### src/inc/tap_defines.vh
`ifndef TAP_DEFINES_VH
`define TAP_DEFINES_VH

// ----------------------------------------------------------------------------
// Controller states
// ----------------------------------------------------------------------------
`define ST_RESET       4'h0
`define ST_IDLE        4'h1
`define ST_SEL_DR      4'h2
`define ST_CAP_DR      4'h3
`define ST_SHIFT_DR    4'h4
`define ST_EXIT1_DR    4'h5
`define ST_PAUSE_DR    4'h6
`define ST_EXIT2_DR    4'h7
`define ST_UPD_DR      4'h8
`define ST_SEL_IR      4'h9
`define ST_CAP_IR      4'ha
`define ST_SHIFT_IR    4'hb
`define ST_EXIT1_IR    4'hc
`define ST_PAUSE_IR    4'hd
`define ST_EXIT2_IR    4'he
`define ST_UPD_IR      4'hf

// ----------------------------------------------------------------------------
// Instruction register
// ----------------------------------------------------------------------------
`define IR_WIDTH       4
`define IR_CAPTURE     4'h1
`define INS_EXTEST     4'h0
`define INS_IDCODE     4'h1
`define INS_SAMPLE     4'h2
`define INS_PROG       4'h4
`define INS_DBG_SCAN   4'h8
`define INS_DBG_BREAK  4'h9
`define INS_BYPASS     4'hf

// ----------------------------------------------------------------------------
// Data registers
// ----------------------------------------------------------------------------
`define IDCODE_WIDTH   32
`define IDCODE_VALUE   32'h0000_0001
`define CHAIN_WIDTH    16
`define CHAIN_COUNT    5
`define CHAIN_IDX_W    3
`define CHAIN_BSCAN    3'h0
`define CHAIN_PROG     3'h1
`define CHAIN_SCAN     3'h2
`define CHAIN_BREAK    3'h3

`endif

### src/hdl/chain_store.v
`timescale 1ns/1ns
`include "tap_defines.vh"

// Holds the parallel images of the long data chains; read data registered.
module chain_store (
    input  wire                       ref_clk,
    input  wire                       arst_n,
    input  wire                       wr_en,
    input  wire [`CHAIN_IDX_W-1:0]    wr_idx,
    input  wire [`CHAIN_WIDTH-1:0]    wr_data,
    input  wire [`CHAIN_IDX_W-1:0]    rd_idx,
    output reg  [`CHAIN_WIDTH-1:0]    rd_data
);

    reg [`CHAIN_WIDTH-1:0] mem_q [0:`CHAIN_COUNT-1];
    integer i;

    always @(posedge ref_clk or negedge arst_n) begin
        if (!arst_n) begin
            for (i = 0; i < `CHAIN_COUNT; i = i + 1) begin
                mem_q[i] <= {`CHAIN_WIDTH{1'b0}};
            end
            rd_data <= {`CHAIN_WIDTH{1'b0}};
        end else begin
            if (wr_en) begin
                mem_q[wr_idx] <= wr_data;
            end
            rd_data <= mem_q[rd_idx];
        end
    end

endmodule // chain_store

### src/hdl/jtag_tap_controller.v
`timescale 1ns/1ns
`include "tap_defines.vh"

module jtag_tap_controller (
    input  wire                    ref_clk,
    input  wire                    arst_n,
    input  wire                    test_port_enable_fuse,
    input  wire                    test_port_disable_bit,
    input  wire                    debug_enable_fuse,
    input  wire                    tck_pin,
    input  wire                    tms_pin,
    input  wire                    tdi_pin,
    input  wire [`CHAIN_WIDTH-1:0] bscan_capture,
    input  wire [`CHAIN_WIDTH-1:0] prog_capture,
    input  wire [`CHAIN_WIDTH-1:0] scan_capture,
    input  wire [`CHAIN_WIDTH-1:0] break_capture,
    output reg                     tdo_out,
    output reg                     tdo_oe,
    output wire                    port_active,
    output wire                    pin_pullup_en,
    output reg  [`IR_WIDTH-1:0]    instr_q,
    output wire [`CHAIN_WIDTH-1:0] chain_update,
    output reg                     chain_update_stb,
    output reg  [`CHAIN_IDX_W-1:0] chain_update_idx,
    output wire                    idle_active,
    output wire [3:0]              tap_state
);

    // ------------------------------------------------------------------------
    // Pin sampling
    // ------------------------------------------------------------------------
    // Three stages per pin; a change counts when stages two and three agree.
    reg [2:0] tck_s_q;
    reg [2:0] tms_s_q;
    reg [2:0] tdi_s_q;
    reg       tck_lvl_q;
    reg       tms_lvl_q;
    reg       tdi_lvl_q;

    always @(posedge ref_clk or negedge arst_n) begin
        if (!arst_n) begin
            tck_s_q   <= 3'h0;
            tms_s_q   <= 3'h7;
            tdi_s_q   <= 3'h7;
            tck_lvl_q <= 1'b0;
            tms_lvl_q <= 1'b1;
            tdi_lvl_q <= 1'b1;
        end else begin
            tck_s_q <= {tck_s_q[1:0], tck_pin};
            tms_s_q <= {tms_s_q[1:0], tms_pin};
            tdi_s_q <= {tdi_s_q[1:0], tdi_pin};
            if (tck_s_q[1] == tck_s_q[2]) begin
                tck_lvl_q <= tck_s_q[2];
            end
            if (tms_s_q[1] == tms_s_q[2]) begin
                tms_lvl_q <= tms_s_q[2];
            end
            if (tdi_s_q[1] == tdi_s_q[2]) begin
                tdi_lvl_q <= tdi_s_q[2];
            end
        end
    end

    wire tck_rise = (tck_s_q[1] == tck_s_q[2]) && tck_s_q[2] && !tck_lvl_q;
    wire tck_fall = (tck_s_q[1] == tck_s_q[2]) && !tck_s_q[2] && tck_lvl_q;
    // TMS/TDI settle well before TCK rises, so the filtered level is current.
    wire tms = tms_lvl_q;
    wire tdi = tdi_lvl_q;

    // ------------------------------------------------------------------------
    // Enable
    // ------------------------------------------------------------------------
    // No test-reset pin exists; a disabled port holds the controller in reset.
    assign port_active   = test_port_enable_fuse && !test_port_disable_bit;
    assign pin_pullup_en = port_active;
    wire   hold_reset    = !port_active;

    // ------------------------------------------------------------------------
    // State machine
    // ------------------------------------------------------------------------
    reg [3:0] state_q;
    reg [3:0] state_d;

    always @* begin
        case (state_q)
            `ST_RESET:    state_d = tms ? `ST_RESET : `ST_IDLE;
            `ST_IDLE:     state_d = tms ? `ST_SEL_DR : `ST_IDLE;
            `ST_SEL_DR:   state_d = tms ? `ST_SEL_IR : `ST_CAP_DR;
            `ST_CAP_DR:   state_d = tms ? `ST_EXIT1_DR : `ST_SHIFT_DR;
            `ST_SHIFT_DR: state_d = tms ? `ST_EXIT1_DR : `ST_SHIFT_DR;
            `ST_EXIT1_DR: state_d = tms ? `ST_UPD_DR : `ST_PAUSE_DR;
            `ST_PAUSE_DR: state_d = tms ? `ST_EXIT2_DR : `ST_PAUSE_DR;
            `ST_EXIT2_DR: state_d = tms ? `ST_UPD_DR : `ST_SHIFT_DR;
            `ST_UPD_DR:   state_d = tms ? `ST_SEL_DR : `ST_IDLE;
            `ST_SEL_IR:   state_d = tms ? `ST_RESET : `ST_CAP_IR;
            `ST_CAP_IR:   state_d = tms ? `ST_EXIT1_IR : `ST_SHIFT_IR;
            `ST_SHIFT_IR: state_d = tms ? `ST_EXIT1_IR : `ST_SHIFT_IR;
            `ST_EXIT1_IR: state_d = tms ? `ST_UPD_IR : `ST_PAUSE_IR;
            `ST_PAUSE_IR: state_d = tms ? `ST_EXIT2_IR : `ST_PAUSE_IR;
            `ST_EXIT2_IR: state_d = tms ? `ST_UPD_IR : `ST_SHIFT_IR;
            `ST_UPD_IR:   state_d = tms ? `ST_SEL_DR : `ST_IDLE;
            default:      state_d = `ST_RESET;
        endcase
    end

    always @(posedge ref_clk or negedge arst_n) begin
        if (!arst_n) begin
            state_q <= `ST_RESET;
        end else if (hold_reset) begin
            state_q <= `ST_RESET;
        end else if (tck_rise) begin
            state_q <= state_d;
        end
    end

    assign tap_state   = state_q;
    assign idle_active = (state_q == `ST_IDLE);

    // ------------------------------------------------------------------------
    // Instruction register
    // ------------------------------------------------------------------------
    reg [`IR_WIDTH-1:0] ir_sh_q;

    always @(posedge ref_clk or negedge arst_n) begin
        if (!arst_n) begin
            ir_sh_q <= `IR_CAPTURE;
            instr_q <= `INS_IDCODE;
        end else if (hold_reset) begin
            ir_sh_q <= `IR_CAPTURE;
            instr_q <= `INS_IDCODE;
        end else if (tck_rise) begin
            // Latch as the state is entered, so that the new instruction
            // and its Update-IR or Test-Logic-Reset state appear together.
            if (state_d == `ST_RESET) begin
                instr_q <= `INS_IDCODE;
            end else if (state_d == `ST_UPD_IR) begin
                instr_q <= ir_sh_q;
            end
            case (state_q)
                `ST_CAP_IR:   ir_sh_q <= `IR_CAPTURE;
                `ST_SHIFT_IR: ir_sh_q <= {tdi, ir_sh_q[`IR_WIDTH-1:1]};
                default:      ir_sh_q <= ir_sh_q;
            endcase
        end
    end

    // ------------------------------------------------------------------------
    // Data register selection
    // ------------------------------------------------------------------------
    // Debug chains fall back to bypass unless the debug fuse is programmed.
    function [`CHAIN_IDX_W:0] chain_sel;
        input [`IR_WIDTH-1:0] ins;
        input                 dbg;
        begin
            case (ins)
                `INS_EXTEST,
                `INS_SAMPLE:    chain_sel = {1'b1, `CHAIN_BSCAN};
                `INS_PROG:      chain_sel = {1'b1, `CHAIN_PROG};
                `INS_DBG_SCAN:  chain_sel = {dbg, `CHAIN_SCAN};
                `INS_DBG_BREAK: chain_sel = {dbg, `CHAIN_BREAK};
                default:        chain_sel = {1'b0, `CHAIN_BSCAN};
            endcase
        end
    endfunction

    wire [`CHAIN_IDX_W:0]   sel = chain_sel(instr_q, debug_enable_fuse);
    wire                    use_chain = sel[`CHAIN_IDX_W];
    wire [`CHAIN_IDX_W-1:0] chain_idx = sel[`CHAIN_IDX_W-1:0];
    wire                    use_id = (instr_q == `INS_IDCODE);

    reg [`CHAIN_WIDTH-1:0] cap_val;
    always @* begin
        case (chain_idx)
            `CHAIN_BSCAN: cap_val = bscan_capture;
            `CHAIN_PROG:  cap_val = prog_capture;
            `CHAIN_SCAN:  cap_val = scan_capture;
            `CHAIN_BREAK: cap_val = break_capture;
            default:      cap_val = {`CHAIN_WIDTH{1'b0}};
        endcase
    end

    // ------------------------------------------------------------------------
    // Data shift registers
    // ------------------------------------------------------------------------
    reg [`IDCODE_WIDTH-1:0] id_sh_q;
    reg [`CHAIN_WIDTH-1:0]  ch_sh_q;
    reg                     byp_q;

    always @(posedge ref_clk or negedge arst_n) begin
        if (!arst_n) begin
            id_sh_q <= {`IDCODE_WIDTH{1'b0}};
            ch_sh_q <= {`CHAIN_WIDTH{1'b0}};
            byp_q   <= 1'b0;
        end else if (tck_rise && state_q == `ST_CAP_DR) begin
            id_sh_q <= `IDCODE_VALUE;
            ch_sh_q <= cap_val;
            byp_q   <= 1'b0;
        end else if (tck_rise && state_q == `ST_SHIFT_DR) begin
            if (use_id) begin
                id_sh_q <= {tdi, id_sh_q[`IDCODE_WIDTH-1:1]};
            end else if (use_chain) begin
                ch_sh_q <= {tdi, ch_sh_q[`CHAIN_WIDTH-1:1]};
            end else begin
                byp_q <= tdi;
            end
        end
    end

    // ------------------------------------------------------------------------
    // Parallel update
    // ------------------------------------------------------------------------
    always @(posedge ref_clk or negedge arst_n) begin
        if (!arst_n) begin
            chain_update_stb <= 1'b0;
            chain_update_idx <= `CHAIN_BSCAN;
        end else begin
            // Strobe on entry, so the write lands while Update-DR is current.
            chain_update_stb <= tck_rise && !hold_reset && use_chain
                                && state_d == `ST_UPD_DR;
            if (tck_rise && state_d == `ST_UPD_DR) begin
                chain_update_idx <= chain_idx;
            end
        end
    end

    chain_store u_store (
        .ref_clk (ref_clk),
        .arst_n  (arst_n),
        .wr_en   (chain_update_stb),
        .wr_idx  (chain_update_idx),
        .wr_data (ch_sh_q),
        .rd_idx  (chain_update_idx),
        .rd_data (chain_update)
    );

    // ------------------------------------------------------------------------
    // TDO
    // ------------------------------------------------------------------------
    // Changes on falling TCK, or when a port disable clears it, so the host samples a stable bit.
    wire shifting = (state_q == `ST_SHIFT_IR) || (state_q == `ST_SHIFT_DR);
    wire dr_bit   = use_id ? id_sh_q[0] : (use_chain ? ch_sh_q[0] : byp_q);

    always @(posedge ref_clk or negedge arst_n) begin
        if (!arst_n) begin
            tdo_out <= 1'b0;
            tdo_oe  <= 1'b0;
        end else if (hold_reset) begin
            tdo_out <= 1'b0;
            tdo_oe  <= 1'b0;
        end else if (tck_fall) begin
            tdo_oe  <= shifting;
            // Parked low outside shifts, so that a later port disable
            // cannot move it while TCK is high.
            if (!shifting) begin
                tdo_out <= 1'b0;
            end else if (state_q == `ST_SHIFT_IR) begin
                tdo_out <= ir_sh_q[0];
            end else begin
                tdo_out <= dr_bit;
            end
        end
    end

endmodule // jtag_tap_controller

### config.mk
export PLATFORM = sky130hd
export DESIGN_NAME = jtag_tap_controller
export DESIGN_NICKNAME = d
export VERILOG_FILES = /design/src/hdl/chain_store.v /design/src/hdl/jtag_tap_controller.v
export VERILOG_INCLUDE_DIRS = /design/src /design/src/inc
export SDC_FILE = /design/constraint.sdc
export NUM_CORES = 1
export LEC_CHECK = 0
export BUFFER_PORTS_ARGS = -buffer_cell sky130_fd_sc_hd__buf_2
export CAP_MARGIN = 40
export CORE_MARGIN = 3
export CORE_UTILIZATION = 57
export DETAILED_ROUTE_END_ITERATION = 16
export PLACE_DENSITY_LB_ADDON = 0.2
export SLEW_MARGIN = 5
export SYNTH_ARGS = -nofsm -noshare
export SYNTH_HDL_FRONTEND = slang
export SYNTH_SLANG_ARGS = --single-unit
export TNS_END_PERCENT = 100
### constraint.sdc
create_clock -name ref_clk -period 4.9 [get_ports ref_clk]
set_clock_uncertainty 0.1 [all_clocks]
set_input_delay 0.49 -clock ref_clk [delete_from_list [all_inputs] [get_ports ref_clk]]
set_output_delay 0.49 -clock ref_clk [all_outputs]
set_load 0.01 [all_outputs]
==> flow_summary.rst, run 1 <==
.. list-table::
   :header-rows: 1

   * - Metric
     - Value
   * - Outcome
     - finished, final reports clean
   * - DRC violation count after routing
     - 0
   * - Warning count from the yosys run
     - 0
   * - Overall power consumption
     - 2.78 mW
   * - Area of the core
     - 12700 sq um
   * - Register-to-Register Setup Slack
     - 2.08 ns
   * - Unique cell type count in the Yosys netlist
     - 63
   * - Count of boundary I/O pins
     - 105
   * - Static leakage
     - 4.36 nW
   * - Data arrival time of the critical path
     - 3.03 ns
   * - Area grow syn2layout
     - 16.8%
   * - RSZ-0062 raised after global routing
     - no
   * - Inserted Diodes
     - 0
   * - Sum of net half-perimeters after detailed placement
     - 10.9 mm
   * - Cell at the root of the clock tree
     - sky130_fd_sc_hd__clkbuf_16
   * - Number of vias in the routed layout
     - 5193
   * - Pin count of the biggest net entering global routing
     - 91
   * - CP cell instances
     - and4b_1, and2_1, a41oi_1, mux2_1
   * - Count of filler cells inserted in the layout
     - 941
   * - Wire length of the first global-routing pass
     - 27.1 mm
   * - Area occupied by multi-input gates
     - 3160 sq um
   * - Storage element area
     - 3970 sq um
   * - Initial DRC Count
     - 411
   * - Class of the tightest hold or removal check
     - in2reg
   * - Number of flops mapped to enable cells by yosys
     - 0
   * - Dominant delay contributor by cell family on the critical path
     - simple AND/OR/NAND/NOR gates
   * - Clock slew seen by the registers of the worst setup and hold paths
     - 0.06 ns
   * - Pre-antenna DRT Iters
     - 5
   * - Cell area reported after detailed placement
     - 8130 sq um
   * - Post-detailed-routing wire length
     - 16.3 mm
   * - Cells after DPL
     - 852
   * - Starting density of the core
     - 59.0%
   * - Sequential cell area fraction in the yosys report
     - 52.9%
   * - Final count of hold timing violations
     - 0
   * - Fraction of registers with async set/reset
     - 100%
   * - VDD IR-drop max
     - 195 uV
   * - Max-slew violation count
     - 0
   * - Clock tree from TritonCTS
     - done
   * - CTS H-tree lvls
     - 4
   * - Number of antenna violations at the first check in global routing
     - 0
   * - Average instance area after synthesis
     - 12.3 sq um
   * - Via density per instance
     - 5.86
   * - Worst path max stage delay
     - 0.76 ns
   * - Routed length per placed instance
     - 18.4 um
   * - Actual transition at the worst max-transition pin
     - 0.897 ns
   * - Fmax achieved
     - 0.354 GHz
   * - Global router's overall resource usage
     - 23.9%
   * - Final setup violation count
     - 0
   * - Core Rows
     - 41
   * - Shortest period the worst path allows
     - 2.82 ns
   * - Summed instance area of the synthesized netlist
     - 7500 sq um
   * - Net count, final
     - 775
   * - Data required time of the critical path
     - 5.11 ns
   * - Number of global-route vias before repair
     - 5443
   * - Routed Antenna Nets
     - 0
   * - Die width
     - 121 um
   * - Fin Setup TNS
     - 0 ns
   * - Count of buffers from port buffering
     - 103
   * - Cell Count, Final, Fillers Out
     - 886
   * - Share of cells above drive strength 1
     - 38.5%
   * - TritonCTS sink count
     - 158
   * - Die outline area
     - 14600 sq um
   * - Count of max-cap constraint violations
     - 0
   * - Syn nets
     - 686
   * - Relative max-transition margin
     - 40.0%
   * - Clock buffer count from CTS
     - 17
   * - Worst Setup Path Type
     - reg2reg
   * - Die height
     - 121 um
   * - Synthesis-stage register bit count
     - 158
   * - Largest buffer count on any clock path
     - 2
   * - Top flip-flop cell by instance count after synthesis
     - sky130_fd_sc_hd__dfrtp_1
   * - Commonest cells after routing, fill and taps aside
     - 148 x sky130_fd_sc_hd__dfrtp_1, 102 x sky130_fd_sc_hd__buf_2, 96 x sky130_fd_sc_hd__mux2_2
   * - Total global routing overflow
     - 0
   * - Skew-Pair Late Insertion Delay
     - 0.42 ns
   * - Crit-path max FO
     - 21
   * - Number of standard cells after synthesis
     - 612
   * - Critical path launch point type
     - flip-flop
   * - Highest-delay cell along the critical path
     - sky130_fd_sc_hd__and4b_1
   * - GPL Wtd Cong
     - 0.826
   * - Pwr per Cell Area
     - 317 nW/um^2
   * - Number of buffer and inverter instances along the worst setup path
     - 0
   * - Design area
     - 8760 sq um
   * - Kind of end point of the critical path
     - flip-flop
   * - Commonest non-fill, non-tap cell in the layout
     - sky130_fd_sc_hd__dfrtp_1
   * - Final clock period utilization by the worst path
     - 57.6%
==> power by group <==
group	total, mW	leakage [nW]	internal [mW]	switching [mW]
Clock	1.36	0.304	0.841	0.515
Combinational	0.0979	1.89	0.0414	0.0565
Sequential	1.33	2.16	1.32	0.00995
==> per-layer routing <==
metal  GRT usage, %  part of all wire [%]
met1           32.6                    45
met3           5.24                   4.7
met5              0                     0
met4           9.84                   2.4
met2           37.3                    48
==> kinds of logic (layout without fill, tap and decap cells) <==
| kind of cell | count (synthesis) | after routing | share of synthesized area, % |
|---|---|---|---|
| DFF | 158 | 158 | 52.9 |
| muxes | 148 | 148 | 24.0 |
| and+or+nand+nor | 125 | 125 | 8.96 |
| AOI/OAI and AO/OA | 93 | 93 | 8.09 |
| buffers and inverters | 81 | 183 | 5.17 |
| adders and majority gates | 4 | 4 | 0.600 |
| xor gates and xnor gates | 2 | 2 | 0.234 |
| other | 1 | 1 | 0.0500 |
==> worst register-to-register path, stage by stage (launching register included) <==
cell and delay [ns]:
sky130_fd_sc_hd__dfrtp_1 0.70, sky130_fd_sc_hd__and4b_1 0.77, sky130_fd_sc_hd__and2_1 0.60, sky130_fd_sc_hd__a41oi_1 0.20, sky130_fd_sc_hd__mux2_1 0.33
==> stage by stage <==
step | utilization [%] | hold slack [ns] | setup slack, ns
after floorplan | - | 0.0944 | 2.81
after global placement | 63.2 | 0.242 | 2.22
final | 68.9 | 0.0631 | 2.08
after detailed placement | 63.9 | 0.254 | 2.16
after global routing | 68.9 | 0.0501 | 1.88
after CTS | 68.8 | 0.0515 | 2.10
==> sequential cells by signal, summed over array words and instances, names as in the netlist <==
register          count
byp_q                 1
ch_sh_q              16
chain_update_idx      2
chain_update_stb      1
id_sh_q              32
instr_q               4
ir_sh_q               4
tap_state             4
tck_lvl_q             1
tck_s_q               3
tdi                   1
tdi_s_q               3
tdo_oe                1
tdo_out               1
tms                   1
tms_s_q               3
u_store.mem_q        64
u_store.rd_data      16
==> repair_timing <==
action | 4_1_cts | 5_1_grt
setup endpoints to repair | 0 | 0
gates resized for setup | 0 | 0
hold endpoints to repair | 27 | 0
setup buffers | 0 | 0
hold buffers | 1 | 0
==> path summary, 6_finish.rpt <==
kind	start	to	depth (start not counted)
worst max register to register	tap_state[0]	ch_sh_q[14]	4
worst max-delay path	tap_state[0]	ch_sh_q[14]	4
min in group asynchronous	arst_n	tck_s_q[2]	2
worst min register to register	tms_s_q[0]	tms_s_q[1]	0
max in group asynchronous	arst_n	tdi_s_q[1]	3
worst min-delay path	tms_pin	tms_s_q[0]	1
==> cell usage after synthesis, types with 15 or more instances <==
cell type	instances	share of area, %
sky130_fd_sc_hd__mux2i_1	35	4.7
sky130_fd_sc_hd__dfrtp_1	148	49
sky130_fd_sc_hd__a31oi_1	17	1.4
sky130_fd_sc_hd__buf_2	17	1.1
sky130_fd_sc_hd__clkbuf_1	16	0.80
sky130_fd_sc_hd__inv_1	35	1.8
sky130_fd_sc_hd__mux2_2	96	14
sky130_fd_sc_hd__nand3_1	20	1.3
sky130_fd_sc_hd__mux4_2	16	4.8
sky130_fd_sc_hd__a21oi_1	28	1.9
sky130_fd_sc_hd__nand2_1	50	2.5
sky130_fd_sc_hd__a22oi_1	15	1.5
==> area by class of cell <==
type                            count  area share [%]
Clock buffer                       22            5.41
Inverter                           35            1.50
Clock inverter                     10            1.56
Timing Repair Buffer              116            7.73
Tap cell                          172            2.46
Multi-Input combinational cell    373            36.1
Sequential cell                   158            45.3
Note: power is estimated with default switching activity, not from simulation.
==> run 2, diff against run 1 <==
==> constraint.sdc (replaced) <==
create_clock -name ref_clk -period 2.88 [get_ports ref_clk]
set_clock_uncertainty 0.1 [all_clocks]
set_input_delay 0.288 -clock ref_clk [delete_from_list [all_inputs] [get_ports ref_clk]]
set_output_delay 0.288 -clock ref_clk [all_outputs]
set_load 0.01 [all_outputs]
==> run 2 against run 1 <==
  * Critical path type unchanged
  * First-iteration DRC count shrank 13%
  * Highest routed layer unchanged
  * Die area stayed put
  * Register-to-register slack got worse by 1.5 ns
  * Critical path depth is 1 higher
  * Wire length increased by 1.3%
  * Non-clock buffer count rose by 11
  * Maximum frequency increased by 24%
  * Sequential power up 69%
  * Clock power rose by 75%
  * Worst hold slack gained 0.17 ns
  * Global-route usage fell by 0.21 points
==> flow_summary.rst, run 2 (synthesis gave the netlist of run 1 again) <==
.. list-table::
   :header-rows: 1

   * - Metric
     - Value
   * - Final clock period utilization by the worst path
     - 78.8%
   * - Shortest period the worst path allows
     - 2.27 ns
   * - Post-CTS Repair Setup Buffers
     - 0
   * - Static leakage
     - 4.41 nW
   * - Wire length of the first global-routing pass
     - 26.8 mm
   * - Worst path max stage delay
     - 0.71 ns
   * - Global router's overall resource usage
     - 23.6%
   * - Clock tree from TritonCTS
     - done
   * - Area grow syn2layout
     - 17.8%
   * - Initial DRC Count
     - 357
   * - Data required time of the critical path
     - 3.08 ns
   * - Pin count of the biggest net entering global routing
     - 75
   * - Total global routing overflow
     - 0
   * - Largest buffer count on any clock path
     - 2
   * - Final setup violation count
     - 0
   * - Number of flip-flops in the largest register
     - 64
   * - Area of the core
     - 12700 sq um
   * - Fmax achieved
     - 0.440 GHz
   * - Number of global-route vias before repair
     - 5260
   * - RSZ-0062 raised after global routing
     - no
   * - Number of antenna violations at the first check in global routing
     - 0
   * - Die width
     - 121 um
   * - Hold path startpoint
     - bscan_capture[7]
   * - Worst hold slack after final layout
     - 0.235 ns
   * - Cell at the root of the clock tree
     - sky130_fd_sc_hd__clkbuf_16
   * - Critical path launch point type
     - flip-flop
   * - Share of cells above drive strength 1
     - 39.0%
   * - Post-detailed-routing wire length
     - 16.5 mm
   * - Core Rows
     - 41
   * - Register-to-Register Setup Slack
     - 0.61 ns
   * - Placement Setup Slack
     - 0.635 ns
   * - Commonest non-fill, non-tap cell in the layout
     - sky130_fd_sc_hd__dfrtp_1
   * - Data arrival time of the critical path
     - 2.47 ns
   * - Kind of end point of the critical path
     - flip-flop
   * - Relative max-transition margin
     - 52.1%
   * - Die height
     - 121 um
   * - DRC violation count after routing
     - 0
   * - Largest registers ranked by flip-flop count
     - u_store.mem_q x64, id_sh_q x32
   * - Die outline area
     - 14600 sq um
   * - Sum of net half-perimeters after detailed placement
     - 11.0 mm
   * - Endpoint with the worst hold slack
     - ch_sh_q[7]
   * - Number of vias in the routed layout
     - 5175
   * - Outcome
     - finished, final reports clean
   * - GPL Wtd Cong
     - 0.820
   * - CTS H-tree lvls
     - 4
   * - Skew-Pair Late Insertion Delay
     - 0.42 ns
   * - Count of boundary I/O pins
     - 105
   * - Overall power consumption
     - 4.81 mW
   * - Actual transition at the worst max-transition pin
     - 0.717 ns
   * - CP cell instances
     - or3b_1, a21oi_1, o21a_1, buf_4, mux2_2
   * - Pre-antenna DRT Iters
     - 5
   * - Routed Antenna Nets
     - 0
   * - Post-cts sizing count
     - 0
   * - Pwr per Cell Area
     - 544 nW/um^2
   * - Crit-path max FO
     - 22
   * - Clock buffer count from CTS
     - 17
   * - Hold-critical path depth
     - 4
   * - Net count, final
     - 786
   * - Highest-delay cell along the critical path
     - sky130_fd_sc_hd__dfrtp_1
   * - Setup slack of the critical path after layout
     - 0.609 ns
   * - Final count of hold timing violations
     - 0
   * - Commonest cells after routing, fill and taps aside
     - 148 x sky130_fd_sc_hd__dfrtp_1, 102 x sky130_fd_sc_hd__buf_2, 96 x sky130_fd_sc_hd__mux2_2
   * - Post-layout utilization of the core
     - 69.5%
   * - TritonCTS sink count
     - 158
   * - Cell depth of the worst flop-to-flop path
     - 5
   * - Routed length per placed instance
     - 18.4 um
   * - RR Endpoint
     - ch_sh_q[6]
   * - Starting density of the core
     - 59.0%
   * - Critical R2R Launch
     - tap_state[2]
   * - Count of buffers from port buffering
     - 103
   * - Top register by number of flip-flops
     - u_store.mem_q
   * - Class of the tightest hold or removal check
     - in2reg
   * - Inserted Diodes
     - 0
   * - Worst Setup Path Type
     - reg2reg
   * - Hold buffer count at CTS
     - 4
   * - Max-slew violation count
     - 0
   * - Via density per instance
     - 5.78
   * - VDD IR-drop max
     - 349 uV
   * - Count of max-cap constraint violations
     - 0
   * - Clock slew seen by the registers of the worst setup and hold paths
     - 0.06 ns
   * - Fin Setup TNS
     - 0 ns
[run 2: metal layers]
layer / vias to the layer above / share of wire, % / track usage, %
li1: 2391 / - / -
met1: 2588 / 44 / 33.5
met2: 177 / 48 / 36.5
met3: 19 / 6.1 / 5.10
met4: 0 / 1.2 / 8.36
met5: - / 0 / 0
[run 2: worst max path at each step]
| stage | end | slack, ns | from |
|---|---|---|---|
| global placement | id_sh_q[16] | 0.69 | tap_state[2] |
| finish | ch_sh_q[6] | 0.61 | tap_state[2] |
| CTS | ch_sh_q[6] | 0.62 | tap_state[2] |
| global route | ch_sh_q[6] | 0.48 | tap_state[2] |
| detailed placement | id_sh_q[20] | 0.63 | tap_state[2] |
| floorplan | ch_sh_q[10] | 0.79 | instr_q[0] |
[run 2: through the flow]
stage               cell area, sq um  cells
global placement                8160    860
CTS                             8830    895
detailed placement              8160    860
floorplan                       7500    612
global route                    8840    896
finish                          8840    896
[run 2: report_power, final]
part | leakage, nW | switching [mW] | internal [mW] | total (mW)
clock | 0.306 | 0.863 | 1.52 | 2.38
sequential | 2.16 | 0.0159 | 2.24 | 2.25
combinational | 1.94 | 0.103 | 0.0736 | 0.176
total | 4.41 | 0.982 | 3.83 | 4.81
[run 2: critical path: cells and delay by family (launching register included)]
family / cells / cell delay [ns]
compound gates: 2 / 0.27
buf+inv: 1 / 0.25
flops: 1 / 0.71
mux: 1 / 0.37
simple gates: 1 / 0.44
[run 2: area by class of cell]
cell class | count | area [sq um]
fill | 919 | 3880
inverter | 35 | 131
multi-input combinational | 373 | 3160
tap | 172 | 215
sequential | 158 | 3970
timing repair buffer | 127 | 737
clock inverter | 9 | 159
clock buffer | 22 | 474
==> run 3, diff against run 2 <==
--- a/config.mk
+++ b/config.mk
@@ -9,7 +9,7 @@
 export BUFFER_PORTS_ARGS = -buffer_cell sky130_fd_sc_hd__buf_2
 export CAP_MARGIN = 40
 export CORE_MARGIN = 3
-export CORE_UTILIZATION = 57
+export CORE_UTILIZATION = 52
 export DETAILED_ROUTE_END_ITERATION = 16
 export PLACE_DENSITY_LB_ADDON = 0.2
 export SLEW_MARGIN = 5
==> constraint.sdc (replaced) <==
create_clock -name ref_clk -period 1.95 [get_ports ref_clk]
set_clock_uncertainty 0.1 [all_clocks]
set_input_delay 0.195 -clock ref_clk [delete_from_list [all_inputs] [get_ports ref_clk]]
set_output_delay 0.195 -clock ref_clk [all_outputs]
set_load 0.01 [all_outputs]
==> run 3 against run 2 <==
  * The flow now finishes with violations (negative setup slack)
  * Maximum frequency increased by 16%
  * Register-to-register slack worse by 0.62 ns
  * Core utilization is 4.8 points lower
  * Design area rose by 2.4%
  * Global-route usage down 2.4 points
  * Largest cell class unchanged
  * Largest power group is now registers
  * Highest routed layer unchanged
==> flow_summary.rst, run 3 (synthesis gave the netlist of run 1 again) <==
.. list-table::
   :header-rows: 1

   * - Metric
     - Value
   * - Outcome
     - complete, but fails checks
   * - Violated checks
     - negative setup slack
   * - Count of max-cap constraint violations
     - 0
   * - Total global routing overflow
     - 0
   * - Clock slew seen by the registers of the worst setup and hold paths
     - 0.06 ns
   * - Top register by number of flip-flops
     - u_store.mem_q
   * - Die width
     - 126 um
   * - Register-to-Register Setup Slack
     - -0.01 ns
   * - Share of cells above drive strength 1
     - 42.3%
   * - CTS H-tree lvls
     - 4
   * - Proportion of power drawn by combinational gates
     - 4.1%
   * - Count of buffers from port buffering
     - 103
   * - Placement Setup Slack
     - 0.0422 ns
   * - Reported net switching power
     - 1.49 mW
   * - Data arrival time of the critical path
     - 2.17 ns
   * - Largest buffer count on any clock path
     - 2
   * - Flop pwr share
     - 49.5%
   * - Fin Setup TNS
     - -0.0120 ns
   * - Global router's overall resource usage
     - 21.3%
   * - Overall power consumption
     - 6.70 mW
   * - Pin count of the biggest net entering global routing
     - 56
   * - Number of vias in the routed layout
     - 5269
   * - Area grow syn2layout
     - 20.6%
   * - Final count of hold timing violations
     - 0
   * - Max-slew violation count
     - 0
   * - Die height
     - 126 um
   * - Area of the core
     - 14000 sq um
   * - Critical path launch point type
     - flip-flop
   * - Fmax achieved
     - 0.510 GHz
   * - Count of boundary I/O pins
     - 105
   * - Setup slack of the critical path after layout
     - -0.0120 ns
   * - Clock tree from TritonCTS
     - done
   * - Via density per instance
     - 5.67
   * - Largest registers ranked by flip-flop count
     - u_store.mem_q x64, id_sh_q x32
   * - Number of flip-flops in the largest register
     - 64
   * - Wire length of the first global-routing pass
     - 27.0 mm
   * - Post-layout utilization of the core
     - 64.7%
   * - Static leakage
     - 4.53 nW
   * - Net count, final
     - 812
   * - Internal Power
     - 5.22 mW
   * - Cell depth of the worst flop-to-flop path
     - 4
   * - Critical R2R Launch
     - instr_q[0]
   * - DRC violation count after routing
     - 0
   * - Data required time of the critical path
     - 2.15 ns
   * - RR Endpoint
     - byp_q
   * - Worst Setup Path Type
     - reg2reg
   * - Routed length per placed instance
     - 17.5 um
   * - Shortest period the worst path allows
     - 1.96 ns
   * - Final clock period utilization by the worst path
     - 101%
   * - Skew-Pair Late Insertion Delay
     - 0.42 ns
   * - Pre-antenna DRT Iters
     - 5
   * - VDD IR-drop max
     - 498 uV
   * - GPL Wtd Cong
     - 0.799
   * - Count of filler cells inserted in the layout
     - 1091
   * - Clock buffer count from CTS
     - 17
   * - Starting density of the core
     - 53.6%
   * - Met3 layer usage reported by global route
     - 4.37%
   * - Hold-critical path depth
     - 3
   * - Kind of end point of the critical path
     - flip-flop
   * - Sum of net half-perimeters after detailed placement
     - 11.2 mm
   * - Die outline area
     - 15900 sq um
   * - Number of global-route vias before repair
     - 5472
   * - Switching portion of total power
     - 22.2%
   * - Crit-path max FO
     - 5
   * - Pwr per Cell Area
     - 741 nW/um^2
   * - Number of antenna violations at the first check in global routing
     - 0
   * - Final setup violation count
     - 1
   * - RSZ-0062 raised after global routing
     - yes
   * - Post-detailed-routing wire length
     - 16.3 mm
   * - Global routing usage on met2
     - 35.0%
   * - Inserted Diodes
     - 0
   * - Hold path startpoint
     - test_port_enable_fuse
   * - Global-route track usage on met1
     - 28.8%
   * - Endpoint with the worst hold slack
     - tdo_oe
   * - Class of the tightest hold or removal check
     - in2reg
   * - TritonCTS sink count
     - 158
   * - Initial DRC Count
     - 289
   * - Worst hold slack after final layout
     - 0.0281 ns
   * - Commonest non-fill, non-tap cell in the layout
     - sky130_fd_sc_hd__dfrtp_1
   * - Cell at the root of the clock tree
     - sky130_fd_sc_hd__clkbuf_16
   * - Core Rows
     - 43
   * - Top Usage Layer GRT
     - met2
   * - Commonest cells after routing, fill and taps aside
     - 145 x sky130_fd_sc_hd__dfrtp_1, 102 x sky130_fd_sc_hd__buf_2, 96 x sky130_fd_sc_hd__mux2_2
   * - Clk pwr share
     - 46.4%
   * - Routed Antenna Nets
     - 0
==> run 3: cell types whose count changed in the layout (fill, tap and decap cells not counted), moves of 3 or more <==
cell / previous run / this run
sky130_fd_sc_hd__buf_12: 2 / 5
sky130_fd_sc_hd__buf_4: 18 / 38
sky130_fd_sc_hd__buf_6: 1 / 4
sky130_fd_sc_hd__bufinv_16: 4 / 1
sky130_fd_sc_hd__clkinv_4: 3 / 7
sky130_fd_sc_hd__dfrtp_1: 148 / 145
sky130_fd_sc_hd__dfrtp_2: 0 / 3
==> run 3: how the worst max path moves through the flow <==
stage / startpoint / to / slack (ns) / depth (start not counted)
finish: instr_q[0] / byp_q / -0.01 / 4
global route: instr_q[0] / byp_q / -0.05 / 4
CTS: instr_q[0] / ch_sh_q[1] / 0.01 / 5
detailed placement: instr_q[0] / ch_sh_q[1] / 0.04 / 5
global placement: instr_q[0] / ch_sh_q[0] / 0.06 / 5
floorplan: tap_state[1] / ch_sh_q[10] / -0.02 / 7
==> run 3: through the flow <==
step | instance area, sq um | cells
final | 9050 | 930
after global routing | 9050 | 930
after CTS | 9000 | 928
after detailed placement | 8400 | 893
after global placement | 8400 | 893
after floorplan | 7530 | 612
==> run 3: timing repair <==
action | CTS | global route
setup buffers | 0 | 2
setup endpoints to repair | 1 | 26
hold endpoints to repair | 48 | 0
resized for setup | 2 | 10
hold buffers | 4 | 0
pin swaps | 0 | 2
==> run 3: critical path, stage by stage, from the launching register on <==
cell and delay (ns):
sky130_fd_sc_hd__dfstp_2 0.59, sky130_fd_sc_hd__or4b_4 0.53, sky130_fd_sc_hd__a31oi_1 0.28, sky130_fd_sc_hd__nor3_1 0.10, sky130_fd_sc_hd__a32o_1 0.26
==> run 3: cell type report <==
| type | instances | area [sq um] | share of cell area [%] |
|---|---|---|---|
| clock buffers | 19 | 443 | 4.89 |
| clock inverters | 12 | 115 | 1.27 |
| inverters | 35 | 131 | 1.45 |
| multi-input cells | 373 | 3190 | 35.2 |
| flip-flops and latches | 158 | 3970 | 43.9 |
| well taps | 180 | 225 | 2.49 |
| repair buffers | 153 | 981 | 10.8 |
==> run 3: per-layer routing <==
layer,share of wire (%),up-vias
li1,-,2436
met1,44,2694
met2,50,124
met3,4.3,15
met4,1.0,0
met5,0,-
==> run 3: power by group through the flow <==
stage,Sequential (mW),Clock (mW),Combinational [mW]
floorplan,3.38,0,0.0899
global placement,3.38,0,0.263
detailed placement,3.38,0,0.271
CTS,3.32,3.16,0.281
global route,3.32,3.31,0.310
finish,3.32,3.11,0.276
